File: src/logic/tpl_pkg.sv
package tpl_pkg;
   // ----------------------------------------
   // widths
   // ----------------------------------------
   localparam int TPL_W = 16;          // torque command width
   localparam int TPL_AW = 8;          // register address width
   localparam int TPL_DW = 32;         // register data width
   localparam int TPL_GAIN_FRAC = 8;   // gain is signed 8.8 fixed point

   // ----------------------------------------
   // register offsets (byte addresses)
   // ----------------------------------------
   localparam logic [7:0] TPL_CTRL_OFS = 8'h00;
   localparam logic [7:0] TPL_GAIN_OFS = 8'h04;
   localparam logic [7:0] TPL_BIAS_OFS = 8'h08;
   localparam logic [7:0] TPL_STAT_OFS = 8'h0C;
   localparam logic [7:0] TPL_HELD_OFS = 8'h10;

   // ----------------------------------------
   // field positions
   // ----------------------------------------
   localparam int TPL_CTRL_SRC_LSB = 0;     // two bits of source select
   localparam int TPL_CTRL_LATCH_BIT = 2;   // latch mode
   localparam int TPL_CTRL_STRB_BIT = 3;    // strobe source
   localparam int TPL_STAT_VALID_BIT = 0;   // held value present
   localparam int TPL_STAT_ACTIVE_BIT = 1;  // latching actually in force
   localparam int TPL_STAT_APPLIED_LSB = 16; // last applied command

   // ----------------------------------------
   // mode encodings
   // ----------------------------------------
   typedef enum logic [1:0] {TPL_SRC_NONE, TPL_SRC_SERIAL, TPL_SRC_ANALOG} tpl_src_t;
   typedef enum logic {TPL_NOT_LATCHED, TPL_LATCHED} tpl_latch_t;
   typedef enum logic {TPL_STRB_SERIAL, TPL_STRB_TERMINAL} tpl_strb_t;
   typedef enum logic {TPL_ST_EMPTY, TPL_ST_HELD} tpl_state_t;

   // ----------------------------------------
   // reset values
   // ----------------------------------------
   localparam logic [1:0] TPL_SRC_RST = 2'h0;
   localparam logic TPL_LATCH_RST = 1'b0;
   localparam logic TPL_STRB_RST = 1'b1;
   localparam logic [15:0] TPL_GAIN_RST = 16'h0100;  // unity
   localparam logic [15:0] TPL_BIAS_RST = 16'h0000;
   localparam logic [15:0] TPL_CMD_RST = 16'h0000;

   // ----------------------------------------
   // saturate a wide signed sum into a command
   // ----------------------------------------
   function automatic logic signed [15:0] tpl_sat(input logic signed [33:0] v);
      if (v > 34'sh0_0000_7FFF)
         return 16'sh7FFF;
      else if (v < -34'sh0_0000_8000)
         return -16'sh8000;
      else
         return v[15:0];
   endfunction
endpackage

File: src/logic/tpl_edge.sv
`timescale 1ns/100ps
// rising edge finder for strobes and release
module tpl_edge
(
   // clock and reset
   input wire logic clk,
   input wire logic rstn,
   // level in, pulse out
   input wire logic level,
   output logic rise
);
   logic prev_q;  // level one cycle back

   // remember the level; reset low so a high level at release counts once
   always_ff @(posedge clk or negedge rstn)
   begin
      if (!rstn)
         prev_q <= 1'b0;
      else
         prev_q <= level;
   end

   // false-to-true transition only
   assign rise = level & ~prev_q;
endmodule

File: src/logic/tpl_scale.sv
`timescale 1ns/100ps
// analog channel scaling: signed value times gain plus bias
module tpl_scale
(
   // clock and reset
   input wire logic clk,
   input wire logic rstn,
   // operands
   input wire logic signed [tpl_pkg::TPL_W-1:0] raw,
   input wire logic signed [tpl_pkg::TPL_W-1:0] gain,
   input wire logic signed [tpl_pkg::TPL_W-1:0] bias,
   // result, one cycle later
   output logic signed [tpl_pkg::TPL_W-1:0] scaled_q
);
   import tpl_pkg::*;

   logic signed [31:0] prod;     // full product
   logic signed [31:0] shifted;  // back to integer units
   logic signed [33:0] sum;      // headroom for bias
   logic signed [15:0] scaled_d;

   // product kept full width so no bits drop before the shift
   assign prod = raw * gain;
   assign shifted = prod >>> TPL_GAIN_FRAC;
   assign sum = 34'(shifted) + 34'(bias);
   // clip rather than wrap: a wrapped torque would reverse direction
   assign scaled_d = tpl_sat(sum);

   // register the result to keep the multiplier off the long path
   always_ff @(posedge clk or negedge rstn)
   begin
      if (!rstn)
         scaled_q <= TPL_CMD_RST;
      else
         scaled_q <= scaled_d;
   end
endmodule

File: src/logic/tpl_latch.sv
`timescale 1ns/100ps
// Contract
// - selector picks none, serial or analog source
// - enabled source takes serial or analog command
// - apply command when regulator release asserts
// - analog command signed, scaled by gain, bias
// - latch mode setting, resets to not latched
// - source none makes latch mode irrelevant
// - latched mode captures on strobe rising edge
// - channel changes outside edge leave latch alone
// - strobe from serial or terminal logic input
// - latched mode applies held value at release
// - after apply, clear latch and held value
// - strobe source resets to terminal input
module tpl_latch
(
   // clock and reset
   input wire logic clk,
   input wire logic rstn,
   // register port
   input wire logic [tpl_pkg::TPL_AW-1:0] reg_addr,
   input wire logic [tpl_pkg::TPL_DW-1:0] reg_wdata,
   input wire logic reg_wr,
   input wire logic reg_rd,
   output logic [tpl_pkg::TPL_DW-1:0] reg_rdata,
   // car controller channels
   input wire logic [tpl_pkg::TPL_W-1:0] serial_cmd,
   input wire logic serial_strobe,
   input wire logic [tpl_pkg::TPL_W-1:0] analog_cmd,
   input wire logic terminal_logic_input,
   // regulator side
   input wire logic reg_release,
   output logic [tpl_pkg::TPL_W-1:0] torque_prime_cmd,
   output logic torque_prime_apply,
   output logic torque_prime_held
);
   import tpl_pkg::*;

   // ----------------------------------------
   // configuration registers
   // ----------------------------------------
   tpl_src_t torque_prime_source_sel_q;   // none, serial or analog
   tpl_latch_t torque_prime_latch_mode_q; // latched or not
   tpl_strb_t torque_prime_strobe_src_q;  // serial or terminal
   logic [TPL_W-1:0] torque_prime_gain_q; // analog multiplier
   logic [TPL_W-1:0] bias_q;              // analog offset

   // ----------------------------------------
   // latch state
   // ----------------------------------------
   tpl_state_t state_q;           // empty or holding a value
   tpl_state_t state_d;
   logic [TPL_W-1:0] held_q;      // captured command
   logic [TPL_W-1:0] held_d;
   logic [TPL_W-1:0] cmd_q;       // command presented to regulator
   logic [TPL_W-1:0] cmd_d;
   logic apply_q;                 // one-cycle apply pulse
   logic apply_d;
   logic [TPL_DW-1:0] rdata_q;    // read data, one cycle after strobe
   logic [TPL_DW-1:0] rdata_d;

   // ----------------------------------------
   // decode of the register port
   // ----------------------------------------
   wire hit_ctrl = reg_addr == TPL_CTRL_OFS;
   wire hit_gain = reg_addr == TPL_GAIN_OFS;
   wire hit_bias = reg_addr == TPL_BIAS_OFS;
   wire hit_stat = reg_addr == TPL_STAT_OFS;
   wire hit_held = reg_addr == TPL_HELD_OFS;
   wire wr_ctrl = reg_wr & hit_ctrl;
   wire wr_gain = reg_wr & hit_gain;
   wire wr_bias = reg_wr & hit_bias;

   // ----------------------------------------
   // channel selection
   // ----------------------------------------
   logic [TPL_W-1:0] analog_scaled; // scaled analog command

   // analog path is signed and goes through gain and bias
   tpl_scale u_scale
   (
      .clk(clk),
      .rstn(rstn),
      .raw(analog_cmd),
      .gain(torque_prime_gain_q),
      .bias(bias_q),
      .scaled_q(analog_scaled)
   );

   // none disables priming altogether
   wire src_on = torque_prime_source_sel_q != TPL_SRC_NONE;
   // live channel value picked by the source selector
   wire [TPL_W-1:0] chan_val = (torque_prime_source_sel_q == TPL_SRC_ANALOG) ?
                               analog_scaled : serial_cmd;
   // latching only counts while a source is chosen
   wire latch_on = src_on & (torque_prime_latch_mode_q == TPL_LATCHED);

   // ----------------------------------------
   // strobe and release edges
   // ----------------------------------------
   logic strobe_rise; // capture strobe rising edge
   logic rel_rise;    // regulator release rising edge

   // strobe source mux; switching source may look like an edge,
   // so software should change it only while idle
   wire strobe_lvl = (torque_prime_strobe_src_q == TPL_STRB_TERMINAL) ?
                     terminal_logic_input : serial_strobe;

   tpl_edge u_strobe_edge
   (
      .clk(clk),
      .rstn(rstn),
      .level(strobe_lvl),
      .rise(strobe_rise)
   );

   tpl_edge u_release_edge
   (
      .clk(clk),
      .rstn(rstn),
      .level(reg_release),
      .rise(rel_rise)
   );

   // capture happens only on the edge and only when latching is active
   wire capture = latch_on & strobe_rise;
   wire apply = src_on & rel_rise;

   // ----------------------------------------
   // configuration registers
   // ----------------------------------------
   // control word: source, latch mode, strobe source
   always_ff @(posedge clk or negedge rstn)
   begin
      if (!rstn)
      begin
         torque_prime_source_sel_q <= tpl_src_t'(TPL_SRC_RST);
         torque_prime_latch_mode_q <= tpl_latch_t'(TPL_LATCH_RST);
         torque_prime_strobe_src_q <= tpl_strb_t'(TPL_STRB_RST);
      end
      else if (wr_ctrl)
      begin
         torque_prime_source_sel_q <= tpl_src_t'(reg_wdata[TPL_CTRL_SRC_LSB +: 2]);
         torque_prime_latch_mode_q <= tpl_latch_t'(reg_wdata[TPL_CTRL_LATCH_BIT]);
         torque_prime_strobe_src_q <= tpl_strb_t'(reg_wdata[TPL_CTRL_STRB_BIT]);
      end
   end

   // gain of the analog path
   always_ff @(posedge clk or negedge rstn)
   begin
      if (!rstn)
         torque_prime_gain_q <= TPL_GAIN_RST;
      else if (wr_gain)
         torque_prime_gain_q <= reg_wdata[TPL_W-1:0];
   end

   // bias of the analog path
   always_ff @(posedge clk or negedge rstn)
   begin
      if (!rstn)
         bias_q <= TPL_BIAS_RST;
      else if (wr_bias)
         bias_q <= reg_wdata[TPL_W-1:0];
   end

   // ----------------------------------------
   // latch and apply logic
   // ----------------------------------------
   // next state of the latch, the presented command and the pulse
   always_comb
   begin
      state_d = state_q;
      held_d = held_q;
      cmd_d = cmd_q;
      apply_d = 1'b0;
      case (state_q)
         TPL_ST_EMPTY:
         begin
            // nothing held; a latched release applies zero
            if (apply)
            begin
               cmd_d = latch_on ? TPL_CMD_RST : chan_val;
               apply_d = 1'b1;
            end
         end
         TPL_ST_HELD:
         begin
            if (apply)
            begin
               // held value wins over the live channel
               cmd_d = latch_on ? held_q : chan_val;
               apply_d = 1'b1;
               if (latch_on)
               begin
                  // used once, then forgotten
                  state_d = TPL_ST_EMPTY;
                  held_d = TPL_CMD_RST;
               end
            end
            else if (!latch_on)
            begin
               // latching turned off: stale value is dropped
               state_d = TPL_ST_EMPTY;
               held_d = TPL_CMD_RST;
            end
         end
         default:
         begin
            state_d = TPL_ST_EMPTY;
            held_d = TPL_CMD_RST;
         end
      endcase
      // a capture in the same cycle as the clear is kept, not lost;
      // the channel is sampled only here, so later changes do nothing
      if (capture)
      begin
         state_d = TPL_ST_HELD;
         held_d = chan_val;
      end
   end

   // latch flops; reset leaves nothing to apply
   always_ff @(posedge clk or negedge rstn)
   begin
      if (!rstn)
      begin
         state_q <= TPL_ST_EMPTY;
         held_q <= TPL_CMD_RST;
      end
      else
      begin
         state_q <= state_d;
         held_q <= held_d;
      end
   end

   // command and apply pulse flops
   always_ff @(posedge clk or negedge rstn)
   begin
      if (!rstn)
      begin
         cmd_q <= TPL_CMD_RST;
         apply_q <= 1'b0;
      end
      else
      begin
         cmd_q <= cmd_d;
         apply_q <= apply_d;
      end
   end

   // ----------------------------------------
   // read path
   // ----------------------------------------
   // read mux; unmapped addresses and idle cycles give zero
   always_comb
   begin
      rdata_d = '0;
      if (reg_rd)
      begin
         if (hit_ctrl)
         begin
            rdata_d[TPL_CTRL_SRC_LSB +: 2] = torque_prime_source_sel_q;
            rdata_d[TPL_CTRL_LATCH_BIT] = torque_prime_latch_mode_q;
            rdata_d[TPL_CTRL_STRB_BIT] = torque_prime_strobe_src_q;
         end
         else if (hit_gain)
            rdata_d[TPL_W-1:0] = torque_prime_gain_q;
         else if (hit_bias)
            rdata_d[TPL_W-1:0] = bias_q;
         else if (hit_stat)
         begin
            rdata_d[TPL_STAT_VALID_BIT] = state_q == TPL_ST_HELD;
            rdata_d[TPL_STAT_ACTIVE_BIT] = latch_on;
            rdata_d[TPL_STAT_APPLIED_LSB +: TPL_W] = cmd_q;
         end
         else if (hit_held)
            rdata_d[TPL_W-1:0] = held_q;
      end
   end

   // read data stand only in the cycle after the read strobe
   always_ff @(posedge clk or negedge rstn)
   begin
      if (!rstn)
         rdata_q <= '0;
      else
         rdata_q <= rdata_d;
   end

   // ----------------------------------------
   // outputs, all straight from flops
   // ----------------------------------------
   assign reg_rdata = rdata_q;
   assign torque_prime_cmd = cmd_q;
   assign torque_prime_apply = apply_q;
   assign torque_prime_held = state_q == TPL_ST_HELD;
endmodule

File: config.mk
export PLATFORM = sky130hd
export DESIGN_NAME = tpl_latch
export DESIGN_NICKNAME = d
export VERILOG_FILES = /design/src/logic/tpl_pkg.sv /design/src/logic/tpl_edge.sv /design/src/logic/tpl_scale.sv /design/src/logic/tpl_latch.sv
export SDC_FILE = /design/constraint.sdc
export NUM_CORES = 1
export LEC_CHECK = 0
export BUFFER_PORTS_ARGS = -buffer_cell sky130_fd_sc_hd__buf_2
export CAP_MARGIN = 0
export CORE_MARGIN = 2
export CORE_UTILIZATION = 30
export CTS_CLUSTER_DIAMETER = 40
export DETAILED_ROUTE_END_ITERATION = 16
export GPL_TIMING_DRIVEN = 0
export SLEW_MARGIN = 20
export SYNTH_ARGS = -nofsm -noshare
export SYNTH_HDL_FRONTEND = slang
export SYNTH_SLANG_ARGS = --single-unit
File: constraint.sdc
create_clock -name clk -period 9.9 [get_ports clk]
set_clock_uncertainty 0.15 [all_clocks]
set_input_delay 1.485 -clock clk [delete_from_list [all_inputs] [get_ports clk]]
set_output_delay 1.485 -clock clk [all_outputs]
set_load 0.02 [all_outputs]
==> reports/results.txt, run 1 <==
Crit path time final = 9.62 ns
Max-slew violations = 0
Crit end category = register
Final nets = 2293
Hpwl dp = 38800 µm
Final Non-Filler Cells = 2554
Post-route cell area = 18700 µm²
Via density = 4.98
Post-route ant nets = 0
CP top delay family = adder cells
Layout cells sized above 1 = 14.8%
Worst hold path depth = 1
R2r endpoint = u_scale.scaled_q[9]
Die span in x = 237 µm
Max_slew headroom = 42.7%
Hold WC Path Type = register to register
Clock buffer count from CTS = 17
P_sw = 1.15 mW
Starting Density = 30.4%
Crit path DAT = 9.76 ns
Vias in the first global route = 13195
Core area = 53800 µm²
Pre-CTS setup slack = -1.12 ns
CTS tree = yes
Clock Pin Slew Worst Setup and Hold Paths = 0.06 ns
Tot GR Track Use = 16.8%
Switching share of power = 43.8%
Worst Path Buf+Inv = 7
Via count = 12717
EDFF count, synth = 0
Grt ovf = 0
Max Buffers Root-to-Sink = 2
Pin count of the biggest net entering global routing = 71
Initial antenna violation count = 6
Crit start category = primary input
Post-synthesis register bit count = 120
DIE AREA = 56400 µm²
Synthesized area per cell = 9.55 µm²
Count of input and output buffers = 111
Comb power frac = 55.8%
Mapped Nets = 2159
R2R Path Start = torque_prime_gain_q[7]
Area leader, netlist = fa_1
Placed Area = 17800 µm²
Async SR Flop Fraction = 100%
Final period util = 97.2%
Clock power frac = 22.5%
Worst setup endpoint = u_scale.scaled_q[9]
Worst reg-to-reg setup slack = 0.43 ns
Hold buffer count at cts = 0
Total of max-cap violations = 0
CP max-delay cell = fa_1
Wirelength per Cell = 18.0 µm
Main flop type after synthesis = dfrtp_1
Max stage delay on crit path = 0.54 ns
GP Congestion = 0.901
Die height = 237 µm
Sequential share of the synthesized area = 18.4%
Unique masters post-synth = 85
Fin. Hold Viols = 0
Most used cell, CP = fa_1
Reg power frac = 21.7%
Drt total wl = 46100 µm
VDD IR-drop max = 0.000139 V
Post-route setup slack = 0.277 ns
Area delta synth->final = 14.5%
Largest cells by area after synthesis = fa_1 32%, dfrtp_1 18%, ha_1 8.1%
Status = finished, final reports clean
DRC Markers = 0
Synthesized instance count = 1712
Cell Area, Synth = 16300 µm²
CTS root buf = clkbuf_16
Site Rows = 85
FF-to-FF path depth = 33
Int Pwr = 1.48 mW
Dpl cells = 2520
Worst-path fanout max = 10
DR pass1 iterations = 5
Clk sink count = 120
Max Clock Freq = 104 MHz
Critical Path Stages = 33
Worst Setup SP = analog_cmd[9]
# H-tree levels = 4
Post-synth top area share = 32.1%
Ports = 129
Data required time of the worst path = 10.03 ns
Power Density = 141 nW/µm²
Critical path class = primary input to register
Worst-Margin Slew = 0.853 ns
Synth warn = 0
Leakage = 9.26 nW
Global-route wire length before repair = 73800 µm
# setup viols final = 0
DRT iter0 DRCs = 961
Worst skew pair latency = 0.42 ns
[power by group through the flow]
stage	Clock (mW)	Sequential [mW]	Combinational, mW
5_1_grt	0.627	0.574	1.63
2_1_floorplan	0	0.568	1.01
6_report	0.594	0.571	1.47
3_3_place_gp	0	0.578	1.34
4_1_cts	0.603	0.571	1.40
3_5_place_dp	0	0.579	1.37
[cells in the final DEF, fill, tap and decap left out, drive strengths merged, types with 5 or more instances in the layout]
cell / instances
a211oi: 11
a21o: 19
a21oi: 64
a222oi: 13
a31oi: 22
a41oi: 16
and2: 140
and3: 8
and4: 5
buf: 136
clkbuf: 75
dfrtp: 118
fa: 262
ha: 106
inv: 305
mux2: 37
mux2i: 20
nand2: 185
nand2b: 7
nand3: 12
nand4: 8
nor2: 78
nor2b: 13
nor3: 14
nor4: 16
o21a: 8
o21ai: 35
or3: 8
xnor2: 28
xor2: 18
[how the worst min path moves through the flow]
stage	start	endpoint
after CTS	torque_prime_cmd[9]	reg_rdata[25]
after floorplan	held_q[1]	held_q[1]
after detailed placement	torque_prime_cmd[9]	reg_rdata[25]
after global routing	torque_prime_cmd[9]	reg_rdata[25]
after global placement	torque_prime_cmd[11]	reg_rdata[27]
final	torque_prime_cmd[9]	reg_rdata[25]
[synth_stat cells, drive strengths merged (4+ instances only)]
cell type / instances
nand4: 8
fa: 262
mux2: 37
clkbuf: 64
a211oi: 11
a21oi: 64
nor2b: 13
and3: 8
o21a: 8
nor2: 78
a21o: 19
nand3: 12
a222oi: 13
a31oi: 22
and4: 5
o21ai: 35
xnor2: 28
ha: 106
or3: 8
buf: 9
o31ai: 4
inv: 305
o21bai: 4
a311oi: 4
nor4: 16
xor2: 18
nand2b: 7
mux2i: 20
nor3: 14
and2: 140
dfrtp: 118
nand2: 185
a41oi: 16
nand3b: 4
[through the flow]
step	total power, mW	utilization [%]	TNS [ns]	hold WS, ns
final	2.63	34.8	0	0.359
after global routing	2.83	34.8	-0.0490	0.385
after CTS	2.58	34.3	0	0.366
after detailed placement	1.95	33.1	-16.09	0.354
after global placement	1.92	33.0	-15.02	0.342
after floorplan	1.58	-	0	0.321
[flip-flops by register name, indices dropped and copies added (netlist names)]
| register | count |
|---|---|
| torque_prime_held | 1 |
| u_scale.scaled_q | 16 |
| u_strobe_edge.prev_q | 1 |
| bias_q | 16 |
| torque_prime_source_sel_q | 2 |
| torque_prime_gain_q | 16 |
| reg_rdata | 32 |
| torque_prime_strobe_src_q | 1 |
| torque_prime_latch_mode_q | 1 |
| u_release_edge.prev_q | 1 |
| held_q | 16 |
| torque_prime_apply | 1 |
| torque_prime_cmd | 16 |
[worst register-to-register path: cells and delay by family (launching register included)]
kind,cells,cell delay [ns]
AO/OA/AOI/OAI,11,2.32
XOR/XNOR,1,0.10
AND/OR/NAND/NOR,6,1.19
adder cells (fa/ha/maj),8,3.66
buffers and inverters,7,1.60
flip-flops,1,0.31
[kinds of logic (layout without fill, tap and decap cells)]
| group | Yosys count | in the layout | synth area share [%] |
|---|---|---|---|
| AOI/OAI and AO/OA | 237 | 237 | 10.6 |
| buffers and inverters | 378 | 523 | 8.81 |
| DFF | 120 | 120 | 18.4 |
| muxes | 57 | 57 | 3.77 |
| adders and majority gates | 368 | 368 | 40.2 |
| xor gates and xnor gates | 46 | 46 | 2.51 |
| and+or+nand+nor | 506 | 506 | 15.7 |
| other | 0 | 1 | 0 |
[layout make-up]
cell class	instances	area (µm²)
clock inverter	7	68.8
inverter	305	1140
clock buffer	23	498
fill	5475	35100
sequential	120	3010
multi-input combinational	1214	12100
tap	696	871
antenna	1	2.50
timing repair buffer	119	644
buffer	69	357
[timing repair]
action                                  CTS  global route
endpoints found under the hold margin     0             0
cloned                                    0             1
setup buffers                             0             6
pin swaps                                 3             9
gates resized for setup                  31            74
endpoints found under the setup margin   16            16
[per-layer routing]
metal,share of wire (%),track usage (%)
met5,0.028,0
met4,3.3,5.57
met3,5.2,2.98
met2,49,28.0
met1,42,22.1
Note: power is estimated with default switching activity, not from simulation.
==> run 2: changes to the inputs <==
==> constraint.sdc (replaced) <==
create_clock -name clk -period 12.4 [get_ports clk]
set_clock_uncertainty 0.15 [all_clocks]
set_input_delay 1.86 -clock clk [delete_from_list [all_inputs] [get_ports clk]]
set_output_delay 1.86 -clock clk [all_outputs]
set_load 0.02 [all_outputs]
==> run 2 against run 1 <==
Wire length fell by 0.17%. Sequential power fell by 20%. Worst hold slack improved by 0.0039 ns. Count of clock-buffer cells in the layout stayed put. Die area did not move. Combinational power is 25% lower. Critical endpoint is now u_scale.scaled_q[10]. Clock power down 20%. Register-to-register slack improved by 1.5 ns. Largest power group unchanged. Via count fell by 0.11%. Critical path depth rose by 2. Sequential share of layout area grew 0.30 points. Highest routed layer unchanged.
==> reports/results.txt, run 2 (same netlist as run 1, synthesis figures left out) <==
Status = finished, final reports clean
Most used cell, CP = fa_1
Max Buffers Root-to-Sink = 2
Worst Path Buf+Inv = 9
Hold buffer count at cts = 0
DRC Markers = 0
Final nets = 2290
Final Non-Filler Cells = 2551
Via density = 4.98
Drt total wl = 46000 µm
Die span in x = 237 µm
TNS Setup = 0 ns
# H-tree levels = 4
Power Density = 110 nW/µm²
Initial antenna violation count = 6
CP max-delay cell = fa_1
Dpl cells = 2520
Crit end category = register
Tot GR Track Use = 16.8%
Max reg flops = 32
Worst-Margin Slew = 0.945 ns
Global-route wire length before repair = 73700 µm
Highest-count cells in the layout ignoring fill and taps = 305 x inv_1, 262 x fa_1, 185 x nand2_1, 139 x and2_1, 118 x dfrtp_1
GP Congestion = 0.901
Max stage delay on crit path = 0.55 ns
Ports = 129
Count of input and output buffers = 111
Worst skew pair latency = 0.42 ns
Leakage = 9.11 nW
Clock Pin Slew Worst Setup and Hold Paths = 0.05 ns
VDD IR-drop max = 0.000112 V
Fin. Hold Viols = 0
Die height = 237 µm
# setup viols final = 0
Starting Density = 30.4%
Total of max-cap violations = 0
CTS tree = yes
Resized cells post-CTS = 0
Worst-path fanout max = 10
Hpwl dp = 38800 µm
Hold WC Path Type = register to register
RSZ-0062 raised after global routing = false
Post-CTS Setup Inserts = 0
Pin count of the biggest net entering global routing = 71
Area delta synth->final = 12.4%
Via count = 12703
DRT iter0 DRCs = 926
Post-route ant nets = 0
Critical path class = primary input to register
Clock buffer count from CTS = 17
Site Rows = 85
Crit path time final = 11.13 ns
Layout cells sized above 1 = 11.8%
Most common cell after layout, fill and taps aside = inv_1
Max Clock Freq = 89.8 MHz
Vias in the first global route = 13135
CP top delay family = adder cells
Crit start category = primary input
CTS root buf = clkbuf_16
DIE AREA = 56400 µm²
Max-slew violations = 0
Grt ovf = 0
Max_slew headroom = 36.7%
Crit path DAT = 11.31 ns
DR pass1 iterations = 5
Overall power = 2.03 mW
Core area = 53800 µm²
Final period util = 89.8%
Clk sink count = 120
Wirelength per Cell = 18.0 µm
Data required time of the worst path = 12.58 ns
run 2: cell types whose count changed in the layout (fill, tap and decap cells not counted), moves of 4 or more:
cell,previous run,this run
buf_4,16,2
a21oi_1,56,60
clkbuf_2,5,0
clkbuf_4,5,0
clkbuf_1,43,65
xor2_1,14,18
a21oi_2,6,2
buf_6,6,2
ha_1,102,106
run 2: metrics by stage:
step / utilization, % / area [µm²] / hold WS, ns / setup slack (ns)
after floorplan: - / 16300 / 0.321 / 2.59
after global routing: 34.2 / 18400 / 0.385 / 0.733
final: 34.2 / 18400 / 0.363 / 1.27
after CTS: 34.1 / 18400 / 0.366 / 1.42
after global placement: 33.0 / 17800 / 0.342 / 1.08
after detailed placement: 33.1 / 17800 / 0.354 / 1.00
run 2: worst paths after layout:
check,start,to,slack (ns),depth (start not counted)
setup / recovery,analog_cmd[15],u_scale.scaled_q[10],1.27,35
min in group asynchronous,rstn,reg_rdata[26],1.23,1
max in group asynchronous,rstn,torque_prime_gain_q[8],10.11,2
hold reg to reg,torque_prime_cmd[9],reg_rdata[25],0.36,1
setup reg to reg,torque_prime_gain_q[8],u_scale.scaled_q[10],1.93,33
hold / removal,torque_prime_cmd[9],reg_rdata[25],0.36,1
run 2: power by group:
group / switching [mW] / internal (mW) / leakage [nW] / total [mW]
clock: 0.175 / 0.299 / 0.277 / 0.474
sequential: 0.0246 / 0.431 / 1.58 / 0.455
combinational: 0.690 / 0.411 / 7.25 / 1.10
total: 0.889 / 1.14 / 9.11 / 2.03
run 2: metal layers:
layer,up-vias,wire length [µm],part of all wire (%),global-route usage (%)
li1,5755,-,-,-
met5,-,13,0.028,0
met1,6528,19700,43,22.3
met2,357,22700,49,28.0
met4,2,1380,3.0,5.32
met3,61,2200,4.8,2.78
run 2: area by class of cell:
type / count / area, µm²
clock buffer: 23 / 498
tap: 696 / 871
clock inverter: 7 / 68.8
sequential: 120 / 3010
inverter: 305 / 1140
buffer: 73 / 295
multi-input combinational: 1214 / 11900
antenna: 1 / 2.50
timing repair buffer: 112 / 589
fill: 5507 / 35400
run 2: worst reg2reg max path: cells and delay by family, from the launching register on:
family | cells | cell delay (ns)
compound gates | 9 | 2.60
flops | 1 | 0.51
fa+ha+maj | 8 | 3.73
buf+inv | 7 | 1.80
simple gates | 7 | 1.30
xor+xnor | 2 | 0.30
==> run 3: changes to the inputs <==
--- a/config.mk
+++ b/config.mk
@@ -5,6 +5,7 @@
 export SDC_FILE = /design/constraint.sdc
 export NUM_CORES = 1
 export LEC_CHECK = 0
+export ABC_AREA = 1
 export BUFFER_PORTS_ARGS = -buffer_cell sky130_fd_sc_hd__buf_2
 export CAP_MARGIN = 0
 export CORE_MARGIN = 2
==> run 3 against run 2 <==
Synthesized cell count grew 32%. Final area rose by 5.7%. Register-to-register slack gained 1.3 ns. Critical path type unchanged. Area after synthesis is 5.7% higher. Critical endpoint is now u_scale.scaled_q[5]. Worst hold slack lost 0.0063 ns. Non-clock buffer count decreased by 5. Via count increased by 12%. Sequential power decreased by 2%. Core utilization is 0.094 points higher. Worst setup slack gained 0.98 ns.
==> reports/results.txt, run 3 <==
Most used cell, CP = inv_1
Tot GR Track Use = 17.1%
DIE AREA = 59500 µm²
Placed Area = 18800 µm²
Post-route cell area = 19400 µm²
Worst-path fanout max = 10
Worst hold path depth = 2
Top-count cell post-synth = nand2_1
Register area = 3010 µm²
Worst-Margin Slew = 0.938 ns
Ports = 129
Crit path time final = 10.15 ns
Area taken by multi-input logic gates = 11700 µm²
FF-to-FF path depth = 40
Hold buffer count at cts = 0
Unique masters post-synth = 46
Die height = 244 µm
Grt ovf = 0
CTS root buf = clkbuf_16
Hold WC Path Type = register to register
Leakage = 11.1 nW
GP Congestion = 0.867
Vias in the first global route = 14807
Critical Path Stages = 40
Post-synth top area share = 30.4%
# setup viols final = 0
Post-CTS Setup Inserts = 0
Max reg flops = 32
Clock buffer count from CTS = 17
Layout cells sized above 1 = 7.74%
Largest cells by area after synthesis = fa_1 30%, dfrtp_1 17%, nand2_1 13%
Pin count of the biggest net entering global routing = 74
Sequential share of the synthesized area = 17.4%
Hold WS = 0.356 ns
Total of max-cap violations = 0
Worst Setup SP = analog_cmd[3]
EDFF count, synth = 0
Max_slew headroom = 37.5%
DRT iter0 DRCs = 979
DR pass1 iterations = 5
Crit start category = primary input
Count of input and output buffers = 104
Most common cell after layout, fill and taps aside = nand2_1
Initial antenna violation count = 0
Wirelength per Cell = 15.4 µm
Via density = 4.53
Synth warn = 0
VDD IR-drop max = 0.000126 V
Drt total wl = 48600 µm
# H-tree levels = 4
Main flop type after synthesis = dfrtp_1
Crit end category = register
Area delta synth->final = 12.4%
Final period util = 81.9%
Worst Path Buf+Inv = 11
Synthesized instance count = 2254
Post-route ant nets = 0
Power Density = 102 nW/µm²
Top cells by count, synth = 612 x nand2_1, 599 x inv_1, 262 x fa_1
CP max-delay cell = clkbuf_1
Core area = 56700 µm²
Clock Pin Slew Worst Setup and Hold Paths = 0.06 ns
Via count = 14271
CP top delay family = adder cells
DRC Markers = 0
Max Buffers Root-to-Sink = 2
Mapped Nets = 2701
Max-slew violations = 0
TNS Setup = 0 ns
Hold path start = torque_prime_cmd[13]
Worst skew pair latency = 0.42 ns
Clk sink count = 120
Highest-count cells in the layout ignoring fill and taps = 612 x nand2_1, 599 x inv_1, 262 x fa_1, 118 x dfrtp_1
Overall power = 1.98 mW
Data required time of the worst path = 12.55 ns
Max Clock Freq = 98.5 MHz
Die span in x = 244 µm
Resized cells post-CTS = 0
Hpwl dp = 41000 µm
Post-synthesis register bit count = 120
Critical path class = primary input to register
Fin. Hold Viols = 0
CTS tree = yes
Global-route wire length before repair = 79800 µm
Final nets = 2825
Synthesized area per cell = 7.66 µm²
RSZ-0062 raised after global routing = false
Async SR Flop Fraction = 100%
Cell Area, Synth = 17300 µm²
Site Rows = 87
# fillers = 5967
Starting Density = 30.5%
Status = finished, final reports clean
Fin util = 34.2%
Max stage delay on crit path = 0.62 ns
R2R Path Start = torque_prime_gain_q[4]
Area leader, netlist = fa_1
Crit path DAT = 10.30 ns
run 3: final cells by class:
cell class / count / share of cell area, %
inverters: 605 / 11.7
diodes: 1 / 0.0129
plain buffers: 75 / 1.55
clock inverters: 12 / 1.02
clock buffers: 20 / 2.30
well taps: 756 / 4.87
multi-input cells: 1454 / 60.2
flip-flops and latches: 120 / 15.5
repair buffers: 105 / 2.85
run 3: worst min-delay path: stages, from the launching register on:
cell and delay [ns]:
dfrtp_1 0.36, nand2_1 0.06, nand2_1 0.06
run 3: logic make-up (layout without fill, tap and decap cells):
logic type	Yosys count	after routing	share of synthesized area (%)
flops	120	120	17.4
simple gates	823	823	19.7
buf+inv	680	817	14.9
xor+xnor	45	45	2.28
mux	17	17	0.992
other cells	0	1	0
compound gates	201	201	6.67
fa+ha+maj	368	368	38.0
run 3: where the power goes:
group / internal [mW] / total [mW] / switching (mW)
clock: 0.361 / 0.540 / 0.179
combinational: 0.351 / 0.997 / 0.646
sequential: 0.432 / 0.446 / 0.0138
total: 1.14 / 1.98 / 0.838
run 3: final timing paths:
| check | end | slack (ns) |
|---|---|---|
| setup / recovery | u_scale.scaled_q[5] | 2.25 |
| hold / removal | torque_prime_cmd[13] | 0.36 |
| min in group asynchronous | reg_rdata[21] | 1.31 |
| hold reg to reg | torque_prime_cmd[13] | 0.36 |
| max in group asynchronous | torque_prime_gain_q[8] | 10.04 |
| setup reg to reg | u_scale.scaled_q[5] | 3.21 |
run 3: layer usage:
metal	GRT usage, %	up-vias	routed length (µm)
met4	4.38	0	1150
li1	-	6892	-
met5	0	-	0
met1	22.5	6911	21000
met3	1.72	58	2680
met2	30.0	410	23700
run 3: metrics by stage:
stage | instances | worst slack, ns
floorplan | 2254 | 3.39
global placement | 3114 | 1.96
detailed placement | 3115 | 1.92
CTS | 3147 | 2.34
global route | 3147 | 1.68
finish | 3148 | 2.25
